<file path="config.mk">
export PLATFORM = sky130hd
export DESIGN_NAME = dap_top
export DESIGN_NICKNAME = d
export VERILOG_FILES = /design/src/design/dap_pkg.sv /design/src/design/dap_sync2.sv /design/src/design/dap_pin_mux.sv /design/src/design/dap_top.sv
export SDC_FILE = /design/constraint.sdc
export NUM_CORES = 1
export LEC_CHECK = 0
export BUFFER_PORTS_ARGS = -buffer_cell sky130_fd_sc_hd__buf_2
export CAP_MARGIN = 25
export CORE_ASPECT_RATIO = 1.5
export CORE_UTILIZATION = 36
export CTS_CLUSTER_SIZE = 25
export DETAILED_ROUTE_END_ITERATION = 12
export SYNTH_ARGS = -nofsm -noshare
export SYNTH_HDL_FRONTEND = slang
export SYNTH_HIERARCHICAL = 1
export SYNTH_SLANG_ARGS = --single-unit
export TNS_END_PERCENT = 100
</file>
<file path="constraint.sdc">
create_clock -name clk_in -period 2.64 [get_ports clk_in]
set_input_delay 0.396 -clock clk_in [delete_from_list [all_inputs] [get_ports clk_in]]
set_output_delay 0.396 -clock clk_in [all_outputs]
set_load 0.02 [all_outputs]
</file>
<file path="src/design/dap_pkg.sv">
// Shared constants, types and helpers for the dual address port block.
// Assumes an 8-bit register port with a 16-bit address and 8-bit pins.
package dap_pkg;

  localparam int ADDR_W = 16;
  localparam int DATA_W = 8;
  localparam int BUS_ADDR_W = 24;

  // Register offsets as printed; the register port is byte addressed.
  localparam logic [ADDR_W-1:0] FIRST_PORT_DATA = 16'h0001;
  localparam logic [ADDR_W-1:0] FIRST_PORT_DIRECTION = 16'h0004;
  localparam logic [ADDR_W-1:0] FIRST_PORT_FUNCTION = 16'h0005;
  localparam logic [ADDR_W-1:0] SECOND_PORT_DATA = 16'h0006;
  localparam logic [ADDR_W-1:0] SECOND_PORT_DIRECTION = 16'h0008;
  localparam logic [ADDR_W-1:0] SECOND_PORT_FUNCTION = 16'h0009;

  // Reset values
  localparam logic [DATA_W-1:0] FIRST_LATCH_RST = 8'h00;
  localparam logic [DATA_W-1:0] SECOND_LATCH_RST = 8'hff;
  localparam logic [DATA_W-1:0] DIR_RST = 8'h00;
  localparam logic [DATA_W-1:0] FN_RST = 8'h00;
  localparam logic [DATA_W-1:0] BYTE_ZERO = 8'h00;
  localparam logic [DATA_W-1:0] PIN_RELEASED = 8'hff;

  // Address byte positions on the external bus
  localparam int LOW_BYTE_LSB = 0;
  localparam int MIDDLE_BYTE_LSB = 8;
  localparam int HIGH_BYTE_LSB = 16;

  typedef enum logic [1:0] {
    MODE_INPUT,
    MODE_OUTPUT,
    MODE_ALT_A,
    MODE_ALT_B
  } dap_mode_type;

  // Function bit is the upper half of the pair, direction bit the lower.
  function automatic dap_mode_type dap_mode(input logic fn, input logic dir);
    dap_mode_type m;
    m = MODE_INPUT;
    unique case ({fn, dir})
      2'b00: m = MODE_INPUT;
      2'b01: m = MODE_OUTPUT;
      2'b10: m = MODE_ALT_A;
      2'b11: m = MODE_ALT_B;
    endcase
    return m;
  endfunction : dap_mode

  function automatic logic dap_hit(input logic [ADDR_W-1:0] addr,
                                   input logic [ADDR_W-1:0] off);
    return addr == off;
  endfunction : dap_hit

endpackage : dap_pkg

</file>
<file path="src/design/dap_sync2.sv">
// Two-flop synchroniser for one 8-bit group of pin levels.
// Assumes the pins change asynchronously to clk_in.
`timescale 1ns/10ps
module dap_sync2 (
  input wire logic clk_in,                            // System clock
  input wire logic rst_in,                            // Synchronous reset, high
  input wire logic [dap_pkg::DATA_W-1:0] async_in,    // Raw pin levels
  output logic [dap_pkg::DATA_W-1:0] sync_out         // Levels, two flops later
);

  logic [dap_pkg::DATA_W-1:0] meta_q;
  logic [dap_pkg::DATA_W-1:0] sync_q;

  // The first stage feeds only the second, to keep metastability contained
  always_ff @(posedge clk_in) begin
    if (rst_in) begin
      meta_q <= dap_pkg::BYTE_ZERO;
      sync_q <= dap_pkg::BYTE_ZERO;
    end else begin
      meta_q <= async_in;
      sync_q <= meta_q;
    end
  end

  assign sync_out = sync_q;

endmodule : dap_sync2

</file>
<file path="src/design/dap_pin_mux.sv">
// Per-pin function selector for one 8-pin port.
// Assumes the alternate sources come from logic on the same clock.
`timescale 1ns/10ps
module dap_pin_mux (
  input wire logic clk_in,                            // System clock
  input wire logic rst_in,                            // Synchronous reset, high
  input wire logic [dap_pkg::DATA_W-1:0] fn_in,       // Function bits
  input wire logic [dap_pkg::DATA_W-1:0] dir_in,      // Direction bits
  input wire logic [dap_pkg::DATA_W-1:0] latch_in,    // Output latch
  input wire logic [dap_pkg::DATA_W-1:0] alt_a_in,    // Pair 10 source
  input wire logic alt_a_drive_in,                    // Pair 10 drives when high
  input wire logic [dap_pkg::DATA_W-1:0] alt_b_in,    // Pair 11 source
  output logic [dap_pkg::DATA_W-1:0] pin_out,         // Pin output level
  output logic [dap_pkg::DATA_W-1:0] pin_oe_n_out     // Pin enable, low drives
);

  logic [dap_pkg::DATA_W-1:0] pin_d;
  logic [dap_pkg::DATA_W-1:0] pin_q;
  logic [dap_pkg::DATA_W-1:0] oe_n_d;
  logic [dap_pkg::DATA_W-1:0] oe_n_q;

  always_comb begin
    pin_d = dap_pkg::BYTE_ZERO;
    oe_n_d = dap_pkg::PIN_RELEASED;
    for (int i = 0; i < dap_pkg::DATA_W; i++) begin
      unique case (dap_pkg::dap_mode(fn_in[i], dir_in[i]))
        dap_pkg::MODE_INPUT: begin
          pin_d[i] = latch_in[i];
        end
        dap_pkg::MODE_OUTPUT: begin
          pin_d[i] = latch_in[i];
          oe_n_d[i] = 1'b0;
        end
        dap_pkg::MODE_ALT_A: begin
          pin_d[i] = alt_a_in[i];
          oe_n_d[i] = ~alt_a_drive_in;
        end
        dap_pkg::MODE_ALT_B: begin
          pin_d[i] = alt_b_in[i];
          oe_n_d[i] = 1'b0;
        end
      endcase
    end
  end

  always_ff @(posedge clk_in) begin
    if (rst_in) begin
      pin_q <= dap_pkg::BYTE_ZERO;
      oe_n_q <= dap_pkg::PIN_RELEASED;
    end else begin
      pin_q <= pin_d;
      oe_n_q <= oe_n_d;
    end
  end

  assign pin_out = pin_q;
  assign pin_oe_n_out = oe_n_q;

endmodule : dap_pin_mux

</file>
<file path="src/design/dap_top.sv">
// Two 8-pin ports that serve as general I/O or as external address lines.
// Assumes a register master on clk_in and an external bus controller that
// supplies the address and the upper data byte on the same clock.
//
// How it works
// - First port: eight pins, per-bit direction/function
// - Reset clears first port latch, direction, function
// - First port direction/function write-only, no read-modify-write
// - Second port: eight pins, per-bit direction/function
// - Reset sets second latch ones, clears direction/function
// - Second port direction/function write-only, no read-modify-write
// - Second port function without direction drives low address byte
`timescale 1ns/10ps
module dap_top (
  input wire logic clk_in,                                // 20 MHz system clock
  input wire logic rst_in,                                // Synchronous reset, high
  input wire logic [dap_pkg::ADDR_W-1:0] reg_addr_in,     // Register address
  input wire logic [dap_pkg::DATA_W-1:0] reg_wdata_in,    // Register write data
  input wire logic reg_wr_in,                             // Write strobe
  input wire logic reg_rd_in,                             // Read strobe
  output logic [dap_pkg::DATA_W-1:0] reg_rdata_out,       // Read data, next cycle
  input wire logic [dap_pkg::BUS_ADDR_W-1:0] bus_addr_in, // External address
  input wire logic [dap_pkg::DATA_W-1:0] bus_ad_wdata_in, // Upper data byte to drive
  input wire logic bus_ad_drive_in,                       // Drive upper data byte
  output logic [dap_pkg::DATA_W-1:0] bus_ad_rdata_out,    // Upper data byte seen
  input wire logic [dap_pkg::DATA_W-1:0] first_pin_in,    // First port pin levels
  output logic [dap_pkg::DATA_W-1:0] first_pin_out,       // First port pin drive
  output logic [dap_pkg::DATA_W-1:0] first_pin_oe_n_out,  // First port enable, low
  input wire logic [dap_pkg::DATA_W-1:0] second_pin_in,   // Second port pin levels
  output logic [dap_pkg::DATA_W-1:0] second_pin_out,      // Second port pin drive
  output logic [dap_pkg::DATA_W-1:0] second_pin_oe_n_out  // Second port enable, low
);

  logic [dap_pkg::DATA_W-1:0] first_lat_d;
  logic [dap_pkg::DATA_W-1:0] first_lat_q;
  logic [dap_pkg::DATA_W-1:0] first_dir_d;
  logic [dap_pkg::DATA_W-1:0] first_dir_q;
  logic [dap_pkg::DATA_W-1:0] first_fn_d;
  logic [dap_pkg::DATA_W-1:0] first_fn_q;
  logic [dap_pkg::DATA_W-1:0] second_lat_d;
  logic [dap_pkg::DATA_W-1:0] second_lat_q;
  logic [dap_pkg::DATA_W-1:0] second_dir_d;
  logic [dap_pkg::DATA_W-1:0] second_dir_q;
  logic [dap_pkg::DATA_W-1:0] second_fn_d;
  logic [dap_pkg::DATA_W-1:0] second_fn_q;
  logic [dap_pkg::DATA_W-1:0] rdata_d;
  logic [dap_pkg::DATA_W-1:0] rdata_q;
  logic [dap_pkg::DATA_W-1:0] first_lvl;
  logic [dap_pkg::DATA_W-1:0] second_lvl;

  // Pin levels pass two flops before any register read looks at them
  dap_sync2 u_first_sync (
    .clk_in(clk_in),
    .rst_in(rst_in),
    .async_in(first_pin_in),
    .sync_out(first_lvl)
  );

  dap_sync2 u_second_sync (
    .clk_in(clk_in),
    .rst_in(rst_in),
    .async_in(second_pin_in),
    .sync_out(second_lvl)
  );

  // Register writes; each direction/function bit stays its own pin's
  always_comb begin
    first_lat_d = first_lat_q;
    first_dir_d = first_dir_q;
    first_fn_d = first_fn_q;
    second_lat_d = second_lat_q;
    second_dir_d = second_dir_q;
    second_fn_d = second_fn_q;
    if (reg_wr_in) begin
      if (dap_pkg::dap_hit(reg_addr_in, dap_pkg::FIRST_PORT_DATA)) begin
        first_lat_d = reg_wdata_in;
      end
      if (dap_pkg::dap_hit(reg_addr_in, dap_pkg::FIRST_PORT_DIRECTION)) begin
        first_dir_d = reg_wdata_in;
      end
      if (dap_pkg::dap_hit(reg_addr_in, dap_pkg::FIRST_PORT_FUNCTION)) begin
        first_fn_d = reg_wdata_in;
      end
      if (dap_pkg::dap_hit(reg_addr_in, dap_pkg::SECOND_PORT_DATA)) begin
        second_lat_d = reg_wdata_in;
      end
      if (dap_pkg::dap_hit(reg_addr_in, dap_pkg::SECOND_PORT_DIRECTION)) begin
        second_dir_d = reg_wdata_in;
      end
      if (dap_pkg::dap_hit(reg_addr_in, dap_pkg::SECOND_PORT_FUNCTION)) begin
        second_fn_d = reg_wdata_in;
      end
    end
  end

  always_ff @(posedge clk_in) begin
    if (rst_in) begin
      first_lat_q <= dap_pkg::FIRST_LATCH_RST;
      first_dir_q <= dap_pkg::DIR_RST;
      first_fn_q <= dap_pkg::FN_RST;
      second_lat_q <= dap_pkg::SECOND_LATCH_RST;
      second_dir_q <= dap_pkg::DIR_RST;
      second_fn_q <= dap_pkg::FN_RST;
    end else begin
      first_lat_q <= first_lat_d;
      first_dir_q <= first_dir_d;
      first_fn_q <= first_fn_d;
      second_lat_q <= second_lat_d;
      second_dir_q <= second_dir_d;
      second_fn_q <= second_fn_d;
    end
  end

  // Reads: data registers show the pins, not the latch. Direction and
  // function read as zero, so a read-modify-write would wipe them.
  always_comb begin
    rdata_d = dap_pkg::BYTE_ZERO;
    if (reg_rd_in) begin
      if (dap_pkg::dap_hit(reg_addr_in, dap_pkg::FIRST_PORT_DATA)) begin
        rdata_d = first_lvl;
      end else if (dap_pkg::dap_hit(reg_addr_in, dap_pkg::SECOND_PORT_DATA)) begin
        rdata_d = second_lvl;
      end else begin
        rdata_d = dap_pkg::BYTE_ZERO;
      end
    end
  end

  // Read data stands for one cycle only, zero otherwise
  always_ff @(posedge clk_in) begin
    if (rst_in) begin
      rdata_q <= dap_pkg::BYTE_ZERO;
    end else begin
      rdata_q <= rdata_d;
    end
  end

  assign reg_rdata_out = rdata_q;
  assign bus_ad_rdata_out = first_lvl;

  // First port: pair 10 is the muxed upper data byte, 11 the middle address byte
  dap_pin_mux u_first_mux (
    .clk_in(clk_in),
    .rst_in(rst_in),
    .fn_in(first_fn_q),
    .dir_in(first_dir_q),
    .latch_in(first_lat_q),
    .alt_a_in(bus_ad_wdata_in),
    .alt_a_drive_in(bus_ad_drive_in),
    .alt_b_in(bus_addr_in[dap_pkg::MIDDLE_BYTE_LSB +: dap_pkg::DATA_W]),
    .pin_out(first_pin_out),
    .pin_oe_n_out(first_pin_oe_n_out)
  );

  // Second port: pair 10 is the low address byte, 11 the high one. Setting
  // function before direction briefly drives the low byte, as software expects.
  dap_pin_mux u_second_mux (
    .clk_in(clk_in),
    .rst_in(rst_in),
    .fn_in(second_fn_q),
    .dir_in(second_dir_q),
    .latch_in(second_lat_q),
    .alt_a_in(bus_addr_in[dap_pkg::LOW_BYTE_LSB +: dap_pkg::DATA_W]),
    .alt_a_drive_in(1'b1),
    .alt_b_in(bus_addr_in[dap_pkg::HIGH_BYTE_LSB +: dap_pkg::DATA_W]),
    .pin_out(second_pin_out),
    .pin_oe_n_out(second_pin_oe_n_out)
  );
endmodule : dap_top

</file>
## Word-level counts from Yosys, hierarchy flattened

Cells that the tools add are included.

| cells by class | value |
|---|---|
| $add $sub $neg | 0 |
| multipliers | 0 |
| div/mod/pow operators | 0 |
| magnitude comparators | 0 |
| equal/unequal tests | 102 |
| shifts and indexed selects | 0 |
| muxes and demuxes | 50 |
| bitwise gates (word level) | 2 |
| reductions and logical operators | 71 |

Operator list:

| operator | count |
|---|---|
| 2-bit equality test, second input constant | 64 |
| 2-bit one-hot mux with 4 select lines | 16 |
| 2-bit by 1-bit equality test with 1-bit output, second input constant | 32 |
| 2-bit logical NOT | 32 |
| 2-bit OR reduction | 25 |
| 16-bit by 3-bit equality test with 1-bit output, second input constant | 3 |
| 1-bit one-hot mux with 3 select lines | 16 |
| 16-bit by 4-bit equality test with 1-bit output, second input constant | 2 |
| 3-bit OR reduction | 8 |
| 16-bit by 1-bit equality test with 1-bit output, second input constant | 1 |
| 8-bit 2-to-1 mux | 2 |
| 1-bit one-hot mux with 2 select lines | 8 |
| 2-bit AND reduction | 6 |
| 1-bit 2-to-1 mux | 8 |
| 1-bit inverter | 2 |

| storage, ports and cells | value |
|---|---|
| register bits after elaboration | 120 |
| latch bits | 0 |
| memory bits (writable) | 0 |
| bits in read-only memories | 0 |
| bits of input ports | 77 |
| output and inout port bits | 48 |
| word-level logic and storage cells | 240 |
| memories kept | 0 |

## Depth between registers and ports, before layout

Gate-level depths: netlist of run 1.

| depth | value |
|---|---|
| depth in word-level cells | 5 |
| mapped depth | 5 |
| mapped depth without buffers | 4 |

## By module

Netlist of run 1, hierarchy kept.

By module, submodules not included:

| module | instances | cells each | area each (µm²) | seq. area each (µm²) |
|---|---|---|---|---|
| dap_top | 1 | 209 | 2,311.0 | 1,121.1 |
| dap_pin_mux | 2 | 58 | 639.4 | 320.3 |
| dap_sync2 | 2 | 33 | 464.2 | 320.3 |

## Worst setup path before layout of run 1

No wires, ideal clock.

| path | value |
|---|---|
| path kind | in2reg |
| start point | in reg_addr_in[9] (netlist bit) |
| end point | reg first_fn_q[5] (netlist bit) |
| setup time | 0.072 ns |
| data arrival time | 1.711 ns |
| data required time | 2.568 ns |
| setup slack | 0.857 ns |
| cell stages on the path | 5 |
| buffers on the path | 1 |
| cell sequence | or4_4 nor3b_4 and2_1 buf_6 mux2i_1 |

| on the way | value |
|---|---|
| longest elaborated chain between the ends | 2 |

Ends and longest elaborated chain:

| item | line | source |
|---|---|---|
| start: declaration | dap_top.sv:17 | `input wire logic [dap_pkg::ADDR_W-1:0] reg_addr_in,` |
| 16-bit by 3-bit equality test with 1-bit output | dap_pkg.sv:52 | `return addr == off;` |
| 2-bit AND reduction (no source line) | n/a |  |
| end signal: assignment | dap_top.sv:100 | `first_fn_q <= dap_pkg::FN_RST;` |
| end signal: assignment | dap_top.sv:107 | `first_fn_q <= first_fn_d;` |
| end: declaration | dap_top.sv:39 | `logic [dap_pkg::DATA_W-1:0] first_fn_q;` |

Every way passes these cells.
A chain may end at the register's enable or synchronous reset.

## Worst setup path in the final report of run 1

| path | value |
|---|---|
| start point | in reg_addr_in[9] (netlist bit) |
| end point | reg first_fn_q[6] (netlist bit) |

Same word-level chain as after synthesis.

==> results.py, run 1 <==
metrics = {
    "floorplan": {
        "core_region_area_um2": 12100,
        "die_area_um2": 13000,
        "rows": 49,
        "die_h_um": 139,
        "start_util_pct": 37.2,
        "num_io_pins": 125,
        "die_w_um": 93.5,
    },
    "power": {
        "power_per_cell_area_nw_per_um2": 755,
        "ir_drop_v": 0.000447,
        "power_leakage_nw": 2.53,
    },
    "synthesis": {
        "syn_inst": 391,
        "synthTopCellsByArea": "dfxtp_1 53%, mux2i_1 14%, nand2b_1 6.6%, a211oi_2 4.4%, nor2b_2 2.7%",
        "yosysTopAreaCell": "dfxtp_1",
        "yosys_warnings": 6,
        "syn_area_per_cell_um2": 11.6,
        "ys_seq_area_share_pct": 53.2,
        "synth_top_area_share_pct": 53.2,
        "syn-num-nets": 468,
        "synth_cell_types": 30,
        "synth.ff_latch_count": 120,
        "syn-cell-area_um2": 4520,
    },
    "worst_setup_path": {
        "reg2reg_depth": 2,
        "rr_endpoint": "u_first_mux/pin_out[6]$_SDFF_PP0_",
        "endpoint_kind": "register",
        "start_kind": "primary input",
        "crit_slowest_cell": "or4_4",
        "r2r_slack_ns": 1.72,
        "worstPathCellList": "buf_2, or4_4, nor3b_4, and2_1, mux2i_1",
        "critPathLaunch": "reg_addr_in[9]",
        "arrival_ns": 2.08,
        "critPathMaxFanout": 8,
        "timing.rr.start": "first_dir_q[6]$_SDFFE_PP0P_",
        "cp.required_ns": 2.97,
        "worstSetupPathType": "primary input to register",
        "max_stage_delay_ns": 0.56,
    },
    "cells_and_area": {
        "drive_above_1_share_pct": 41.2,
        "fill_cells": 1130,
        "nets": 597,
        "area_growth_syn_to_layout_pct": 29.8,
        "final_cell_mix": "123 x buf_2, 120 x dfxtp_1, 64 x mux2i_1",
        "layout_commonest_cell": "buf_2",
        "antenna_cells": 0,
    },
    "clock_tree": {
        "insertion_delay_ns": 0.41,
        "cts.sink_count": 120,
        "hold_buffers": 0,
        "cts_resized": 0,
        "cts-htree-levels": 4,
        "clockBufferDepth": 2,
        "tritoncts": "built",
        "cts_setup_buffers": 0,
        "path_clk_slew_ns": 0.05,
        "cts_made_buffers": 17,
        "cts_root_buf": "clkbuf_16",
    },
    "timing": {
        "finalSetupTns_ns": 0,
        "finalClockSkew_ns": 0.00839,
        "hold_violations": 0,
        "fin_crit_sh_pct": 66.2,
        "slew_viol_final": 0,
        "grt_setup_unrepaired": "false",
        "fmax_mhz": 572,
        "finalSetupViolCount": 0,
        "setup_slack_ns": 0.893,
        "fin_crit_ns": 1.75,
    },
    "route": {
        "ant_nets": 0,
        "drt_wl_total_um": 9380,
        "wl_per_cell_um": 13.7,
        "via_count": 3145,
        "vias_per_cell": 4.59,
        "drc": 0,
        "first_pass_iters": 4,
        "drtIter0Drc": 107,
    },
    "global_routing": {
        "grt_pass1_vias": 3191,
        "grt_pass1_wl_um": 15400,
        "grt_overflow": 0,
        "grt_max_degree": 65,
        "track_usage_pct": 15.5,
        "grt_antenna_before_repair": 0,
    },
    "min_path": {
        "min_delay_path_depth": 2,
        "hp-class": "primary input to register",
        "hold_start": "second_pin_in[4]",
        "hold_end": "u_second_sync/meta_q[4]$_SDFF_PP0_",
    },
    "run_status": {
        "status": "completed",
    },
    "place": {
        "dp_slack_ns": 0.458,
        "hpwl_um": 6810,
        "io_buffers": 124,
        "gp_congestion": 0.701,
    },
    "flow_run": {
        "drv_cap": 0,
    },
}
==> metal layers <==
metal  global-route usage, %  share of wire, %
met1                    16.7                41
met2                    27.0                52
met3                    5.92               5.4
met4                    5.99               1.4
met5                       0                 0
==> where the power goes <==
| group | switching (mW) | internal, mW |
|---|---|---|
| registers | 0.00771 | 1.84 |
| logic | 0.0993 | 0.0950 |
| clock network | 0.791 | 1.59 |
| total | 0.898 | 3.53 |
==> synth_stat cells, drive strengths merged <==
library cell	number
nand2	1
conb	1
and4b	1
nand4	2
nor2b	22
nor2	33
nor3	3
clkbuf	7
a22o	8
nand2b	48
dfxtp	120
mux2i	64
or4	3
nor3b	2
or2	16
a21oi	16
and2	2
and2b	12
buf	10
a211oi	16
and4	2
nand3b	1
nand3	1
==> cells by family after synthesis <==
family / count (synthesis) / synth area share [%]
AO/OA/AOI/OAI: 40 / 7.98
buffers and inverters: 17 / 2.69
flip-flops: 120 / 53.2
multiplexers: 64 / 14.2
other: 1 / 0.0830
AND/OR/NAND/NOR: 149 / 21.9
==> registers in the layout, summed over array words and instances, names as in the netlist <==
signal	flops
first_fn_q	8
reg_rdata_out	8
u_second_sync/sync_out	8
second_dir_q	8
second_fn_q	8
u_second_mux/pin_out	8
u_first_mux/pin_out	8
first_lat_q	8
u_first_sync/meta_q	8
u_first_sync/sync_out	8
u_first_mux/pin_oe_n_out	8
u_second_sync/meta_q	8
u_second_mux/pin_oe_n_out	8
second_lat_q	8
first_dir_q	8
==> final cells by class <==
cell class	count	area, um2	area share (%)
clock buffers	19	443	7.55
clock inverters	12	176	3.01
multi-input cells	254	1990	34.0
flip-flops and latches	120	2400	41.0
well taps	153	191	3.26
repair buffers	127	658	11.2
==> worst max path at each step <==
stage                                             to  slack [ns]
final                     first_fn_q[6]$_SDFFE_PP0P_        0.89
after global routing      first_fn_q[7]$_SDFFE_PP0P_        0.79
after CTS                 first_fn_q[6]$_SDFFE_PP0P_        0.88
after global placement    first_fn_q[2]$_SDFFE_PP0P_        0.49
after floorplan           first_fn_q[5]$_SDFFE_PP0P_        0.86
after detailed placement  first_fn_q[6]$_SDFFE_PP0P_        0.46
==> stage by stage <==
step | utilization (%) | hold WS (ns) | instances | power (mW) | area, um2
final | 48.3 | 0.195 | 685 | 4.43 | 5870
after global routing | 48.3 | 0.194 | 685 | 4.60 | 5870
after CTS | 48.3 | 0.178 | 685 | 4.48 | 5870
after detailed placement | 43.2 | 0.424 | 654 | 2.08 | 5250
after global placement | 43.2 | 0.418 | 654 | 2.08 | 5250
after floorplan | - | 0.415 | 391 | 1.99 | 4520
==> critical path: cells and delay by family <==
family / cells / cell delay (ns)
buffers and inverters: 1 / 0.09
and+or+nand+nor: 3 / 1.35
muxes: 1 / 0.23
(Power assumes the default switching activity.)
==> run 2: changes to the inputs <==
- clock period: 2.64 -> 1.6 ns (I/O delays scaled with it)
==> run 2 against run 1 <==
Against the previous run: clock-buffer cell count unchanged; hold slack got worse by 0.15 ns; combinational power increased by 70%; final area increased by 1.6%; clock power increased by 65%; first-iteration DRC count decreased by 21%; die area unchanged; sequential cell count unchanged; setup slack got worse by 0.74 ns; non-clock buffer count increased by 8; sequential share of layout area decreased by 0.63 points; clock skew increased by 0.0013 ns.
==> results.py, run 2 (synthesis results as in run 1) <==
metrics = {
    "run_status": {
        "status": "completed",
    },
    "route": {
        "vias_per_cell": 4.55,
        "wl_per_cell_um": 13.6,
        "ant_nets": 0,
        "drc": 0,
        "drtIter0Drc": 84,
        "drt_wl_total_um": 9470,
        "via_count": 3157,
        "first_pass_iters": 4,
    },
    "floorplan": {
        "num_io_pins": 125,
        "die_h_um": 139,
        "core_region_area_um2": 12100,
        "die_w_um": 93.5,
        "rows": 49,
        "die_area_um2": 13000,
        "start_util_pct": 37.2,
    },
    "clock_tree": {
        "cts_resized": 0,
        "hold_buffers": 0,
        "insertion_delay_ns": 0.40,
        "tritoncts": "built",
        "cts_root_buf": "clkbuf_16",
        "cts.sink_count": 120,
        "cts_setup_buffers": 0,
        "cts_made_buffers": 17,
        "clockBufferDepth": 2,
        "path_clk_slew_ns": 0.05,
        "cts-htree-levels": 4,
    },
    "place": {
        "placed_cell_area_um2": 5340,
        "io_buffers": 124,
        "dp_slack_ns": -0.254,
        "hpwl_um": 6910,
        "gp_congestion": 0.768,
    },
    "worst_setup_path": {
        "reg2reg_depth": 2,
        "start_kind": "primary input",
        "cp.required_ns": 1.92,
        "critPathMaxFanout": 8,
        "arrival_ns": 1.77,
        "rr_endpoint": "u_first_mux/pin_out[6]$_SDFF_PP0_",
        "timing.rr.start": "first_dir_q[6]$_SDFFE_PP0P_",
        "worstSetupPathType": "primary input to register",
        "endpoint_kind": "register",
        "r2r_slack_ns": 0.66,
    },
    "min_path": {
        "hold_start": "second_pin_in[6]",
        "hold_end": "u_second_sync/meta_q[6]$_SDFF_PP0_",
        "hp-class": "primary input to register",
        "min_delay_path_depth": 2,
    },
    "timing": {
        "grt_setup_unrepaired": "false",
        "finalClockSkew_ns": 0.00972,
        "setup_slack_ns": 0.157,
        "finalSetupViolCount": 0,
        "hold_violations": 0,
        "whs_ns": 0.0436,
        "fin_crit_ns": 1.44,
        "fmax_mhz": 693,
        "fin_crit_sh_pct": 90.2,
        "finalSetupTns_ns": 0,
        "slew_viol_final": 0,
    },
    "flow_run": {
        "drv_cap": 0,
    },
    "global_routing": {
        "grt_pass1_vias": 3227,
        "grt_pass1_wl_um": 15500,
        "grt_overflow": 0,
        "track_usage_pct": 15.7,
        "grt_max_degree": 49,
        "grt_antenna_before_repair": 0,
    },
    "cells_and_area": {
        "final-seq-area_um2": 2400,
        "fill_cells": 1166,
        "layout_commonest_cell": "buf_2",
        "antenna_cells": 0,
        "final_cell_mix": "123 x buf_2, 120 x dfxtp_1, 64 x mux2i_1",
        "multi_input_area_um2": 2000,
        "nets": 605,
        "drive_above_1_share_pct": 42.5,
        "area_growth_syn_to_layout_pct": 31.8,
        "design_area_um2": 5960,
    },
    "power": {
        "ir_drop_v": 0.000619,
        "power_leakage_nw": 2.59,
        "power_per_cell_area_nw_per_um2": 1230,
        "total_power_mw": 7.30,
    },
}
[run 2: changes by cell type in the layout (fill, tap and decap cells not counted), sizes merged]
cell,change
buf,+8
clkinv,+4
bufinv,-1
inv,+2
clkinvlp,-4
[run 2: how the worst max path moves through the flow]
| stage | cells after the start | slack (ns) | from | end |
|---|---|---|---|---|
| after floorplan | 5 | -0.006 | reg_addr_in[9] | first_fn_q[5]$_SDFFE_PP0P_ |
| after global placement | 5 | -0.21 | reg_addr_in[9] | reg_rdata_out[7]$_SDFF_PP0_ |
| after detailed placement | 6 | -0.25 | reg_addr_in[9] | first_fn_q[1]$_SDFFE_PP0P_ |
| after CTS | 6 | 0.17 | reg_addr_in[9] | first_fn_q[1]$_SDFFE_PP0P_ |
| after global routing | 6 | 0.10 | reg_addr_in[15] | second_lat_q[1]$_SDFFE_PP1P_ |
| final | 6 | 0.16 | reg_addr_in[9] | first_fn_q[1]$_SDFFE_PP0P_ |
[run 2: area by class of cell]
cell class                 instances  area share (%)
clock buffer                      19            7.60
clock inverter                    13            2.84
multi-input combinational        254            33.5
sequential                       120            40.3
tap                              153            3.21
timing repair buffer             135            12.5
[run 2: where the power goes]
group          internal (mW)  switching, mW
clock                   2.55           1.37
combinational          0.163          0.166
sequential              3.04         0.0139
[run 2: worst max-delay path, stage by stage]
cell and delay (ns):
buf_2 0.09, or4_4 0.56, nor3b_4 0.30, and2_1 0.22
buf_12 0.14, mux2i_1 0.20
[run 2: stage by stage]
step	utilization [%]	cells
after CTS	49.1	694
after global placement	43.9	662
after global routing	49.1	694
final	49.1	694
after detailed placement	43.9	662
after floorplan	-	391
[run 2: per-layer routing]
metal / up-vias / part of all wire, % / track usage, %
met5: - / 0 / 0
met4: 0 / 1.7 / 7.37
met3: 12 / 4.4 / 5.32
met2: 81 / 51 / 26.7
met1: 1455 / 43 / 17.2
li1: 1609 / - / -
